<file path="config.mk">
export PLATFORM = sky130hd
export DESIGN_NAME = iwdt_top
export DESIGN_NICKNAME = d
export VERILOG_FILES = /design/src/iwdt_pkg.sv /design/src/iwdt_top.sv
export SDC_FILE = /design/constraint.sdc
export NUM_CORES = 1
export LEC_CHECK = 0
export BUFFER_PORTS_ARGS = -buffer_cell sky130_fd_sc_hd__buf_2
export CORE_MARGIN = 2
export CORE_UTILIZATION = 57
export DETAILED_ROUTE_END_ITERATION = 12
export GPL_ROUTABILITY_DRIVEN = 0
export PLACE_DENSITY = 0.82
export SLEW_MARGIN = 40
export SYNTH_ARGS = -nofsm -noshare
export SYNTH_HDL_FRONTEND = slang
export SYNTH_SLANG_ARGS = --single-unit
</file>
<file path="constraint.sdc">
create_clock -name i_sys_clk -period 6.35 [get_ports i_sys_clk]
set_input_delay 0.3175 -clock i_sys_clk [delete_from_list [all_inputs] [get_ports i_sys_clk]]
set_output_delay 0.3175 -clock i_sys_clk [all_outputs]
set_load 0.02 [all_outputs]
</file>
<file path="src/iwdt_pkg.sv">
/*
 Package for the indexed watchdog timer: port numbers, register indexes,
 field positions, reset values and timing constants.
 Assumes a single 40 MHz system clock.
*/
`default_nettype none
package iwdt_pkg;
   // ****************************************
   // Bus ports and register indexes
   // ****************************************
   localparam logic [7:0] IWDT_PORT_INDEX   = 8'h22;
   localparam logic [7:0] IWDT_PORT_DATA    = 8'h23;
   localparam logic [7:0] IWDT_IDX_LOCK     = 8'h13;
   localparam logic [7:0] IWDT_IDX_CTRL     = 8'h37;
   localparam logic [7:0] IWDT_IDX_ACTION   = 8'h38;
   localparam logic [7:0] IWDT_IDX_CNT_LO   = 8'h39;
   localparam logic [7:0] IWDT_IDX_CNT_MID  = 8'h3a;
   localparam logic [7:0] IWDT_IDX_CNT_HI   = 8'h3b;
   localparam logic [7:0] IWDT_IDX_STATUS   = 8'h3c;
   localparam logic [7:0] IWDT_KEY_UNLOCK   = 8'hc5;
   localparam logic [7:0] IWDT_KEY_LOCK     = 8'h00;
   // ****************************************
   // Field positions and reset values
   // ****************************************
   localparam int         IWDT_CTRL_EN_BIT  = 6;
   localparam int         IWDT_CTRL_RDM_BIT = 7;
   localparam int         IWDT_STAT_TO_BIT  = 7;
   localparam int         IWDT_STAT_RST_BIT = 5;
   localparam logic [7:0] IWDT_CTRL_RESET   = 8'h00;
   localparam logic [7:0] IWDT_ACTION_RESET = 8'h00;
   localparam logic [3:0] IWDT_ACT_NMI      = 4'hc;
   localparam logic [3:0] IWDT_ACT_SYSRST   = 4'hd;
   localparam int         IWDT_IRQ_CODES    = 11;
   // ****************************************
   // Timing
   // ****************************************
   localparam real        IWDT_CLK_NS       = 25.0;
   localparam real        IWDT_TICK_US      = 30.5;
   localparam int         IWDT_TICK_CYCLES  = int'($floor(IWDT_TICK_US * 1000.0 / IWDT_CLK_NS));
   localparam int         IWDT_PULSE_CYCLES = 1;

   typedef struct packed {
      logic       wr;
      logic       rd;
      logic [7:0] addr;
      logic [7:0] wdata;
   } iwdt_io_type;

   typedef struct packed {
      logic        nmi;
      logic        sys_rst;
      logic [10:0] irq;
   } iwdt_action_type;
endpackage : iwdt_pkg
`default_nettype wire

</file>
<file path="src/iwdt_top.sv">
/*
 Indexed watchdog timer: index/data I/O port pair, unlock key, 24-bit
 timeout in ticks of about 30.5 us, selectable expiry action.
 Assumes the I/O strobes are synchronous single-cycle pulses on i_sys_clk.
*/
`timescale 1ns/10ps
`default_nettype none
module iwdt_top
   import iwdt_pkg::*;
#(
   parameter int TICK_CYCLES = IWDT_TICK_CYCLES
)(
   input  wire logic                  i_sys_clk,
   input  wire logic                  i_rst_n,
   input  wire logic                  i_clk_en,
   input  wire iwdt_pkg::iwdt_io_type i_io,
   output logic [7:0]                 o_rdata,
   output logic                       o_rvalid,
   output iwdt_pkg::iwdt_action_type  o_action
);
   import iwdt_pkg::*;

   if (TICK_CYCLES < 1 || TICK_CYCLES > 65535)
   begin : g_bad_tick
      $error("TICK_CYCLES out of range");
   end

   // ****************************************
   // State
   // ****************************************
   typedef struct packed {
      logic [7:0]      index;
      logic            unlocked;
      logic [7:0]      ctrl;
      logic [7:0]      act_sel;
      logic [23:0]     timeout;
      logic [23:0]     snap;
      logic [23:0]     live;
      logic [15:0]     prescale;
      logic            expired;
      logic            fired;
      logic [7:0]      rdata;
      logic            rvalid;
      iwdt_action_type action;
   } iwdt_state_type;

   iwdt_state_type st;
   iwdt_state_type next_st;

   logic wr_data;
   logic rd_data;
   logic restart;
   logic tick;
   logic hit;

   function automatic logic [23:0] put_byte(input logic [23:0] v, input logic [1:0] sel,
                                            input logic [7:0] b);
      logic [23:0] r;
      r = v;
      r[sel*8 +: 8] = b;
      return r;
   endfunction : put_byte

   always_comb
   begin
      next_st = st;
      wr_data = i_io.wr && i_io.addr == IWDT_PORT_DATA;
      rd_data = i_io.rd && i_io.addr == IWDT_PORT_DATA;
      restart = wr_data && st.unlocked && st.index == IWDT_IDX_STATUS
                && i_io.wdata[IWDT_STAT_RST_BIT];
      tick    = st.prescale == 16'(TICK_CYCLES - 1);
      hit     = st.ctrl[IWDT_CTRL_EN_BIT] && tick && !st.fired
                && st.live + 24'h1 >= st.timeout;
      next_st.rvalid = 1'b0;
      next_st.action = '0;

      if (i_io.wr && i_io.addr == IWDT_PORT_INDEX)
         next_st.index = i_io.wdata;
      // The lock register itself is always writable, otherwise it could never open.
      if (wr_data && st.index == IWDT_IDX_LOCK)
      begin
         if (i_io.wdata == IWDT_KEY_UNLOCK)
            next_st.unlocked = 1'b1;
         else if (i_io.wdata == IWDT_KEY_LOCK)
            next_st.unlocked = 1'b0;
      end
      if (wr_data && st.unlocked)
      begin
         case (st.index)
            IWDT_IDX_CTRL:    next_st.ctrl = i_io.wdata;
            IWDT_IDX_ACTION:  next_st.act_sel = i_io.wdata;
            IWDT_IDX_CNT_LO:  next_st.timeout = put_byte(st.timeout, 2'd0, i_io.wdata);
            IWDT_IDX_CNT_MID: next_st.timeout = put_byte(st.timeout, 2'd1, i_io.wdata);
            IWDT_IDX_CNT_HI:  next_st.timeout = put_byte(st.timeout, 2'd2, i_io.wdata);
            default:          next_st.index = st.index;
         endcase
         // Snapshot is taken on the write that raises the read-mode bit.
         if (st.index == IWDT_IDX_CTRL && i_io.wdata[IWDT_CTRL_RDM_BIT]
             && !st.ctrl[IWDT_CTRL_RDM_BIT])
            next_st.snap = st.live;
      end

      if (rd_data)
      begin
         next_st.rvalid = 1'b1;
         case (st.index)
            IWDT_IDX_LOCK:    next_st.rdata = {7'h00, st.unlocked};
            IWDT_IDX_CTRL:    next_st.rdata = st.ctrl;
            IWDT_IDX_ACTION:  next_st.rdata = st.act_sel;
            IWDT_IDX_CNT_LO:  next_st.rdata = st.ctrl[IWDT_CTRL_RDM_BIT] ? st.snap[7:0]
                                                                          : st.timeout[7:0];
            IWDT_IDX_CNT_MID: next_st.rdata = st.ctrl[IWDT_CTRL_RDM_BIT] ? st.snap[15:8]
                                                                          : st.timeout[15:8];
            IWDT_IDX_CNT_HI:  next_st.rdata = st.ctrl[IWDT_CTRL_RDM_BIT] ? st.snap[23:16]
                                                                          : st.timeout[23:16];
            IWDT_IDX_STATUS:  next_st.rdata = {st.expired, 7'h00};
            default:          next_st.rdata = 8'h00;
         endcase
      end

      // Counting: the prescaler runs only while enabled so a disabled timer holds still.
      if (!st.ctrl[IWDT_CTRL_EN_BIT] || restart)
         next_st.prescale = '0;
      else
         next_st.prescale = tick ? 16'h0 : st.prescale + 16'h1;
      if (restart)
      begin
         next_st.live  = '0;
         next_st.fired = 1'b0;
      end
      else if (st.ctrl[IWDT_CTRL_EN_BIT] && tick && !st.fired)
         next_st.live = st.live + 24'h1;

      if (hit && !restart)
      begin
         next_st.fired   = 1'b1;
         next_st.expired = 1'b1;
         case (st.act_sel[7:4])
            IWDT_ACT_NMI:    next_st.action.nmi = 1'b1;
            IWDT_ACT_SYSRST: next_st.action.sys_rst = 1'b1;
            4'h0, 4'he, 4'hf: next_st.action = '0;
            default:         next_st.action.irq[st.act_sel[7:4] - 4'h1] = 1'b1;
         endcase
      end
      if (!i_clk_en)
         next_st = st;
   end

   always_ff @(posedge i_sys_clk or negedge i_rst_n)
   begin
      if (!i_rst_n)
      begin
         st          <= '0;
         st.ctrl     <= IWDT_CTRL_RESET;
         st.act_sel  <= IWDT_ACTION_RESET;
         st.timeout  <= 24'hffffff;
      end
      else
         st <= next_st;
   end

   assign o_rdata  = st.rdata;
   assign o_rvalid = st.rvalid;
   assign o_action = st.action;

   // ****************************************
   // Assertions
   // ****************************************
   property p_unlock;
      @(posedge i_sys_clk) disable iff (!i_rst_n)
      i_clk_en && wr_data && st.index == IWDT_IDX_LOCK && i_io.wdata == IWDT_KEY_UNLOCK
      |=> st.unlocked;
   endproperty
   a_unlock: assert property (p_unlock) else $error("unlock key ignored");

   property p_locked_ctrl;
      @(posedge i_sys_clk) disable iff (!i_rst_n)
      !st.unlocked |=> $stable(st.ctrl);
   endproperty
   a_locked_ctrl: assert property (p_locked_ctrl) else $error("ctrl changed locked");

   property p_read_prog;
      @(posedge i_sys_clk) disable iff (!i_rst_n)
      i_clk_en && rd_data && st.index == IWDT_IDX_CNT_HI && !st.ctrl[IWDT_CTRL_RDM_BIT]
      |=> o_rvalid && o_rdata == $past(st.timeout[23:16]);
   endproperty
   a_read_prog: assert property (p_read_prog) else $error("bad count read");

   property p_status_read;
      @(posedge i_sys_clk) disable iff (!i_rst_n)
      i_clk_en && rd_data && st.index == IWDT_IDX_STATUS
      |=> o_rdata[7] == $past(st.expired) && o_rdata[6:0] == 7'h00;
   endproperty
   a_status_read: assert property (p_status_read) else $error("bad status");

   property p_sticky;
      @(posedge i_sys_clk) disable iff (!i_rst_n)
      st.expired |=> st.expired;
   endproperty
   a_sticky: assert property (p_sticky) else $error("timeout flag lost");

   property p_restart;
      @(posedge i_sys_clk) disable iff (!i_rst_n)
      i_clk_en && restart |=> st.live == 24'h0 && !st.fired;
   endproperty
   a_restart: assert property (p_restart) else $error("restart failed");

   property p_nmi;
      @(posedge i_sys_clk) disable iff (!i_rst_n)
      i_clk_en && hit && !restart && st.act_sel[7:4] == IWDT_ACT_NMI
      |=> o_action.nmi && st.expired ##1 !o_action.nmi;
   endproperty
   a_nmi: assert property (p_nmi) else $error("nmi action wrong");

   property p_disabled;
      @(posedge i_sys_clk) disable iff (!i_rst_n)
      !st.ctrl[IWDT_CTRL_EN_BIT] && !restart |=> $stable(st.live) && o_action == '0;
   endproperty
   a_disabled: assert property (p_disabled) else $error("counted while off");

   property p_once;
      @(posedge i_sys_clk) disable iff (!i_rst_n)
      i_clk_en && st.fired |=> o_action == '0;
   endproperty
   a_once: assert property (p_once) else $error("action repeated");

   property p_index;
      @(posedge i_sys_clk) disable iff (!i_rst_n)
      i_clk_en && i_io.wr && i_io.addr == IWDT_PORT_INDEX
      |=> st.index == $past(i_io.wdata);
   endproperty
   a_index: assert property (p_index) else $error("index not taken");

   property p_rvalid;
      @(posedge i_sys_clk) disable iff (!i_rst_n)
      i_clk_en |=> o_rvalid == $past(rd_data);
   endproperty
   a_rvalid: assert property (p_rvalid) else $error("read answer wrong");

   property p_relock;
      @(posedge i_sys_clk) disable iff (!i_rst_n)
      i_clk_en && wr_data && st.index == IWDT_IDX_LOCK && i_io.wdata == IWDT_KEY_LOCK
      |=> !st.unlocked;
   endproperty
   a_relock: assert property (p_relock) else $error("lock key ignored");

   property p_ctrl_write;
      @(posedge i_sys_clk) disable iff (!i_rst_n)
      i_clk_en && wr_data && st.unlocked && st.index == IWDT_IDX_CTRL
      |=> st.ctrl == $past(i_io.wdata);
   endproperty
   a_ctrl_write: assert property (p_ctrl_write) else $error("ctrl not stored");

   property p_cnt_write;
      @(posedge i_sys_clk) disable iff (!i_rst_n)
      i_clk_en && wr_data && st.unlocked && st.index == IWDT_IDX_CNT_HI
      |=> st.timeout[23:16] == $past(i_io.wdata)
          && st.timeout[15:0] == $past(st.timeout[15:0]);
   endproperty
   a_cnt_write: assert property (p_cnt_write) else $error("count byte not stored");

   property p_snap;
      @(posedge i_sys_clk) disable iff (!i_rst_n)
      i_clk_en && wr_data && st.unlocked && st.index == IWDT_IDX_CTRL
      && i_io.wdata[IWDT_CTRL_RDM_BIT] && !st.ctrl[IWDT_CTRL_RDM_BIT]
      |=> st.snap == $past(st.live);
   endproperty
   a_snap: assert property (p_snap) else $error("snapshot not taken");

   property p_snap_read;
      @(posedge i_sys_clk) disable iff (!i_rst_n)
      i_clk_en && rd_data && st.index == IWDT_IDX_CNT_LO && st.ctrl[IWDT_CTRL_RDM_BIT]
      |=> o_rdata == $past(st.snap[7:0]);
   endproperty
   a_snap_read: assert property (p_snap_read) else $error("snapshot read wrong");

   property p_count_step;
      @(posedge i_sys_clk) disable iff (!i_rst_n)
      i_clk_en && st.ctrl[IWDT_CTRL_EN_BIT] && !st.fired && !restart && tick
      |=> st.live == $past(st.live) + 24'h1;
   endproperty
   a_count_step: assert property (p_count_step) else $error("tick not counted");

   property p_count_hold;
      @(posedge i_sys_clk) disable iff (!i_rst_n)
      i_clk_en && st.ctrl[IWDT_CTRL_EN_BIT] && !restart && !tick |=> $stable(st.live);
   endproperty
   a_count_hold: assert property (p_count_hold) else $error("count between ticks");

   property p_sysrst;
      @(posedge i_sys_clk) disable iff (!i_rst_n)
      i_clk_en && hit && !restart && st.act_sel[7:4] == IWDT_ACT_SYSRST
      |=> o_action.sys_rst && !o_action.nmi && o_action.irq == 11'h000;
   endproperty
   a_sysrst: assert property (p_sysrst) else $error("reset action wrong");

   property p_reserved;
      @(posedge i_sys_clk) disable iff (!i_rst_n)
      i_clk_en && hit && !restart && (st.act_sel[7:4] == 4'h0 || st.act_sel[7:4] >= 4'he)
      |=> o_action == '0 && st.expired;
   endproperty
   a_reserved: assert property (p_reserved) else $error("reserved code acted");

   property p_irq;
      @(posedge i_sys_clk) disable iff (!i_rst_n)
      i_clk_en && hit && !restart && st.act_sel[7:4] == 4'h1
      |=> o_action.irq == 11'h001 && !o_action.nmi && !o_action.sys_rst;
   endproperty
   a_irq: assert property (p_irq) else $error("first line action wrong");

   c_unlock:  cover property (@(posedge i_sys_clk) disable iff (!i_rst_n) st.unlocked);
   c_expire:  cover property (@(posedge i_sys_clk) disable iff (!i_rst_n) o_action.sys_rst);
   c_snap:    cover property (@(posedge i_sys_clk) disable iff (!i_rst_n)
                              $rose(st.ctrl[IWDT_CTRL_RDM_BIT]));
   c_restart: cover property (@(posedge i_sys_clk) disable iff (!i_rst_n) restart);
endmodule : iwdt_top
`default_nettype wire

</file>
# After elaboration in Yosys (flattened, before gate mapping)
# Index checks and enable logic that the tools add are counted.
[word_totals] reg_bits=137 word_cells=103
[op_classes] n_mux=23 reduce_logical=38 eq_ne=16 bitwise=3 order_cmp=3 n_addsub=3
[op_table] op="case mux 24 bit (3 select lines)" count=1
[op_table] op="== test 8 x 6 -> 1 bit (second input constant)" count=8
[op_table] op="case mux 8 bit (7 select lines)" count=1
[op_table] op="2-to-1 mux 24 bit" count=2
[op_table] op="2-to-1 mux 8 bit" count=6
[op_table] op="2-to-1 mux 16 bit" count=2
[op_table] op="adder 24 x 1 -> 24 bit (second input constant)" count=1
[op_table] op=">= comparator 24 bit" count=1
[op_table] op="adder 16 x 1 -> 16 bit (second input constant)" count=1
[op_table] op="== test 16 x 11 -> 1 bit (second input constant)" count=1
[op_table] op="== test 4 bit (second input constant)" count=4
[op_table] op="AND reduction 5 bit" count=3
[op_table] op="logical AND 1 bit" count=14
[op_table] op="2-to-1 mux 13 bit" count=1
[op_table] op="AND reduction 3 bit" count=4
[op_table] op="2-to-1 mux 11 bit" count=1
[op_table] op="AND reduction 2 bit" count=5
[op_table] op="OR reduction 5 bit" count=2
[op_table] op="== test 8 x 5 -> 1 bit (second input constant)" count=1
[op_table] op="== test 8 bit (second input constant)" count=1
[op_table] op="zero test 8 bit" count=1
[op_table] op="2-to-1 mux 1 bit" count=8
[op_table] op="nonzero test 2 bit" count=3
[op_table] op="less-than comparator 4 x 5 -> 1 bit (second input constant)" count=1
[op_table] op="8 further kinds" count=13

# Logic depth before layout (Yosys ltp)
[depth] word_depth=9 depth_mapped=14 depth_no_buf=11

# Least setup slack after synthesis
# OpenSTA, ideal clock, no wires.
[synth_timing] path_kind="reg2reg" from="reg st[42] (netlist name)" to="reg st (netlist bit o_action[10])" stages_incl_launch_ff=15 t_required_ns=6.213 slack_ns=3.078 synth_period_minus_slack_ns=3.272 t_arrival_ns=3.135 n_path_buf=3 setup_ns=0.137 cell_sequence="dfrtp_1 > clkbuf_1 > nand3_1 > or3_1 > clkbuf_1 > nor2_4 > nand3_1 > xnor2_1 > ha_1 > a21o_1 > a21o_1 > a221oi_1 > o211a_1 > clkbuf_1 > o21ai_0"
[synth_between] elab_chain_len=5
[synth_rtl] element="start, declared" line_no="iwdt_top.sv:47" source="iwdt_state_type st;"
[synth_rtl] element="start signal, assigned" line_no="iwdt_top.sv:159" source="st <= next_st;"
[synth_rtl] element="adder 24 x 1 -> 24 bit" line_no="iwdt_top.sv:73" source="&& st.live + 24'h1 >= st.timeout;"
[synth_rtl] element=">= comparator 24 bit" line_no="iwdt_top.sv:73"
[synth_rtl] element="logical AND 1 bit" line_no="iwdt_top.sv:73"
[synth_rtl] element="logical AND 1 bit" line_no="iwdt_top.sv:134" source="if (hit && !restart)"
[synth_rtl] element="2-to-1 mux 13 bit" line_no="iwdt_top.sv:134"
# No other way between the ends.
# A chain may end at the register's enable or synchronous reset.

# Worst setup path in the final report
[layout_timing] from="reg st[40] (netlist name)" to="reg st (netlist bit o_action[6])"
# Same word-level chain as after synthesis.

==> results.json <==
{
  "seq_area_frac_synth_pct": 45.2,
  "die-area_um2": 14400,
  "worst_r2r_path_depth": 11,
  "die_h_um": 120,
  "synthArstFlopShare_pct": 100,
  "routedWlPerCell_um": 20.6,
  "fin_setup_tns_ps": 0,
  "grt_pass1_wl_mm": 31.8,
  "drt_pass1_iterations": 9,
  "coreArea_um2": 13200,
  "fin_util_pct": 63.8,
  "cts_made_buffers": 17,
  "final-setup-viol-count": 0,
  "ys_ff_latch": 137,
  "relSlewSlack_pct": 45.6,
  "drv_slew": 0,
  "period_share_pct": 61.0,
  "antenna_found_initial": 0,
  "yosys.cell_types.count": 68,
  "vdd_drop_max_mv": 0.193,
  "wl_mm": 19.7,
  "max_freq_ghz": 0.258,
  "cts-htree-levels": 4,
  "clkTransAtPathRegs_ps": 60,
  "clkSinkCount": 137,
  "clk_latency_ps": 430,
  "grt.overflow.total": 0,
  "clk_path_buf_depth": 2,
  "syn_area_um2": 7650,
  "period_minus_slack_ps": 3880,
  "min_path_type": "input pin to flip-flop",
  "grt_max_degree": 82,
  "placed_area_um2": 7750,
  "finalHoldViolCount": 0,
  "power_density_nw_per_um2": 240,
  "ant_nets": 0,
  "cp-start-kind": "flip-flop",
  "drive_gt1_share_pct": 21.3,
  "crit_path_max_fanout": 15,
  "critical_path_class": "flip-flop to flip-flop",
  "synth_fp_nets": 808,
  "vias": 6106,
  "rows": 42,
  "ctsRootBufferMaster": "clkbuf_16",
  "viasPerCell": 6.39,
  "cts_tree": "built",
  "grtUsageTotal_pct": 28.5,
  "stdcell_area_um2": 8410,
  "hpwl_mm": 13.2,
  "multi_input_area_um2": 3700,
  "syn_inst": 761,
  "critPathRequiredTime_ps": 6620,
  "synth-edff-count": 0,
  "fill_cells": 965,
  "end_kind": "flip-flop",
  "rsz0062_at_grt": "no",
  "min_path_cells": 3,
  "n_antenna_cell": 0,
  "start_util_pct": 58.0,
  "first_global_vias": 6118,
  "io_pins": 43,
  "wl_met1_mm": 7.93,
  "clock_skew_ps": 9.53,
  "ys.warnings.count": 0,
  "area_growth_pct": 9.96,
  "status": "finished clean",
  "avgSynthCellArea_um2": 10.1,
  "wl_met3_mm": 1.55,
  "wl_met2_mm": 9.53,
  "seqCellArea_um2": 3460,
  "worst_slew_pin_slew_ps": 814,
  "p_leak_uw": 0.00399,
  "worstPathArrival_ps": 4150,
  "die_w_um": 120,
  "nets": 814,
  "post-cts-setup-buffers": 0,
  "portBuffers": 42,
  "timing.hold.ws_ps": 208,
  "synthFlopType": "dfrtp_1",
  "drt_iter0_markers": 779,
  "drc": 0,
  "cts-resized-gates": 0,
  "cts-hold-fix-buffers": 1,
  "maxCapViolCount": 0,
  "top_layer": "met4"
}
cell families after synthesis:
kind of cell | after synthesis | share of synthesized area [%]
compound gates | 175 | 15.1
xor+xnor | 24 | 2.75
fa+ha+maj | 26 | 4.25
buf+inv | 95 | 6.57
flops | 137 | 45.2
mux | 56 | 9.24
simple gates | 248 | 16.9
metal layers:
| metal | GRT usage (%) | vias up |
|---|---|---|
| met5 | 0 | - |
| met4 | 13.6 | 0 |
| met3 | 5.47 | 70 |
| met2 | 46.5 | 343 |
| met1 | 36.7 | 2974 |
| li1 | - | 2719 |
report_power, final:
group          leakage [µW]  switching [µW]  internal [µW]
clock              0.000305             387            688
combinational       0.00187            47.5           17.7
sequential          0.00181            5.20            877
total               0.00399             440           1580
layout by cell type (no fill, tap or decap), types with 4 or more instances in the layout:
master,n
a31oi_1,6
a221oi_1,9
o21ai_0,64
o22ai_1,4
nand3_1,26
a21oi_1,20
nor2_1,37
ha_1,26
inv_1,34
dfrtp_1,112
dfstp_2,24
o31ai_1,26
xor2_1,7
o21ai_1,4
nand2b_1,13
buf_2,41
nor2b_1,9
nor3_1,7
xnor2_1,17
mux2_2,27
and3_1,16
nand2_1,94
or3_1,4
mux2i_1,8
nand4_1,12
a21o_1,7
bufinv_16,4
clkbuf_16,17
mux2_4,20
a22o_1,13
cell type report:
type                            count  share of cell area [%]
Clock buffer                       21                    5.59
Timing Repair Buffer               47                    3.09
Sequential cell                   137                    41.1
Inverter                           35                    1.56
Clock inverter                     11                    2.02
Tap cell                          176                    2.62
Multi-Input combinational cell    529                    44.0
path summary, 6_finish.rpt:
path                            start     endpoint  slack [ps]
max reg2reg                    st[40]  o_action[6]        2470
max in group asynchronous     i_rst_n       st[59]        4830
max                            st[40]  o_action[6]        2470
min reg2reg                o_rdata[2]   o_rdata[2]         470
min in group asynchronous     i_rst_n       st[35]         400
min                           i_io[6]       st[94]         210
cell usage after synthesis (4+ instances only):
cell	number	area share (%)
xor2_1	7	0.80
nand4_1	12	0.98
dfrtp_1	113	37
nor2b_1	10	0.82
mux2_4	20	3.9
o22ai_1	4	0.33
a221oi_1	9	1.0
or3_1	4	0.33
nor3_1	7	0.46
xnor2_1	17	1.9
inv_1	34	1.7
a21o_1	7	0.69
nand3_1	26	1.7
clkbuf_1	23	1.1
mux2_2	27	4.0
mux2i_1	8	1.0
nand2b_1	13	1.1
nor2_1	38	1.9
a22o_1	13	1.5
o31ai_1	26	2.6
o21ai_0	64	4.2
a21oi_1	20	1.3
nand2_1	94	4.6
a31oi_1	6	0.49
buf_2	9	0.59
buf_4	21	2.1
and3_1	16	1.3
o21ai_1	4	0.26
ha_1	26	4.3
dfstp_2	24	8.2
worst max-delay path: stages, from the launching register on:
cell and delay [ps]:
dfrtp_1 460, ha_1 320, nand4_1 210, nor3_1 660, nand2_1 210, xnor2_1 230, ha_1 270, nand4_1 110
a21oi_1 60, a2111oi_0 410, o211a_1 570, o21ai_0 200
sequential cells by signal (all words and copies together) (netlist names):
name and flops:
o_action 13, st 115, o_rdata 8, o_rvalid 1
per-stage QoR:
step | cells | total power, µW | worst slack, ps
finish | 956 | 2020 | 2470
global route | 956 | 2070 | 2160
CTS | 956 | 2030 | 2540
detailed placement | 923 | 961 | 2580
global placement | 923 | 958 | 2820
floorplan | 761 | 923 | 3080
Note: power is estimated with default switching activity, not from simulation.
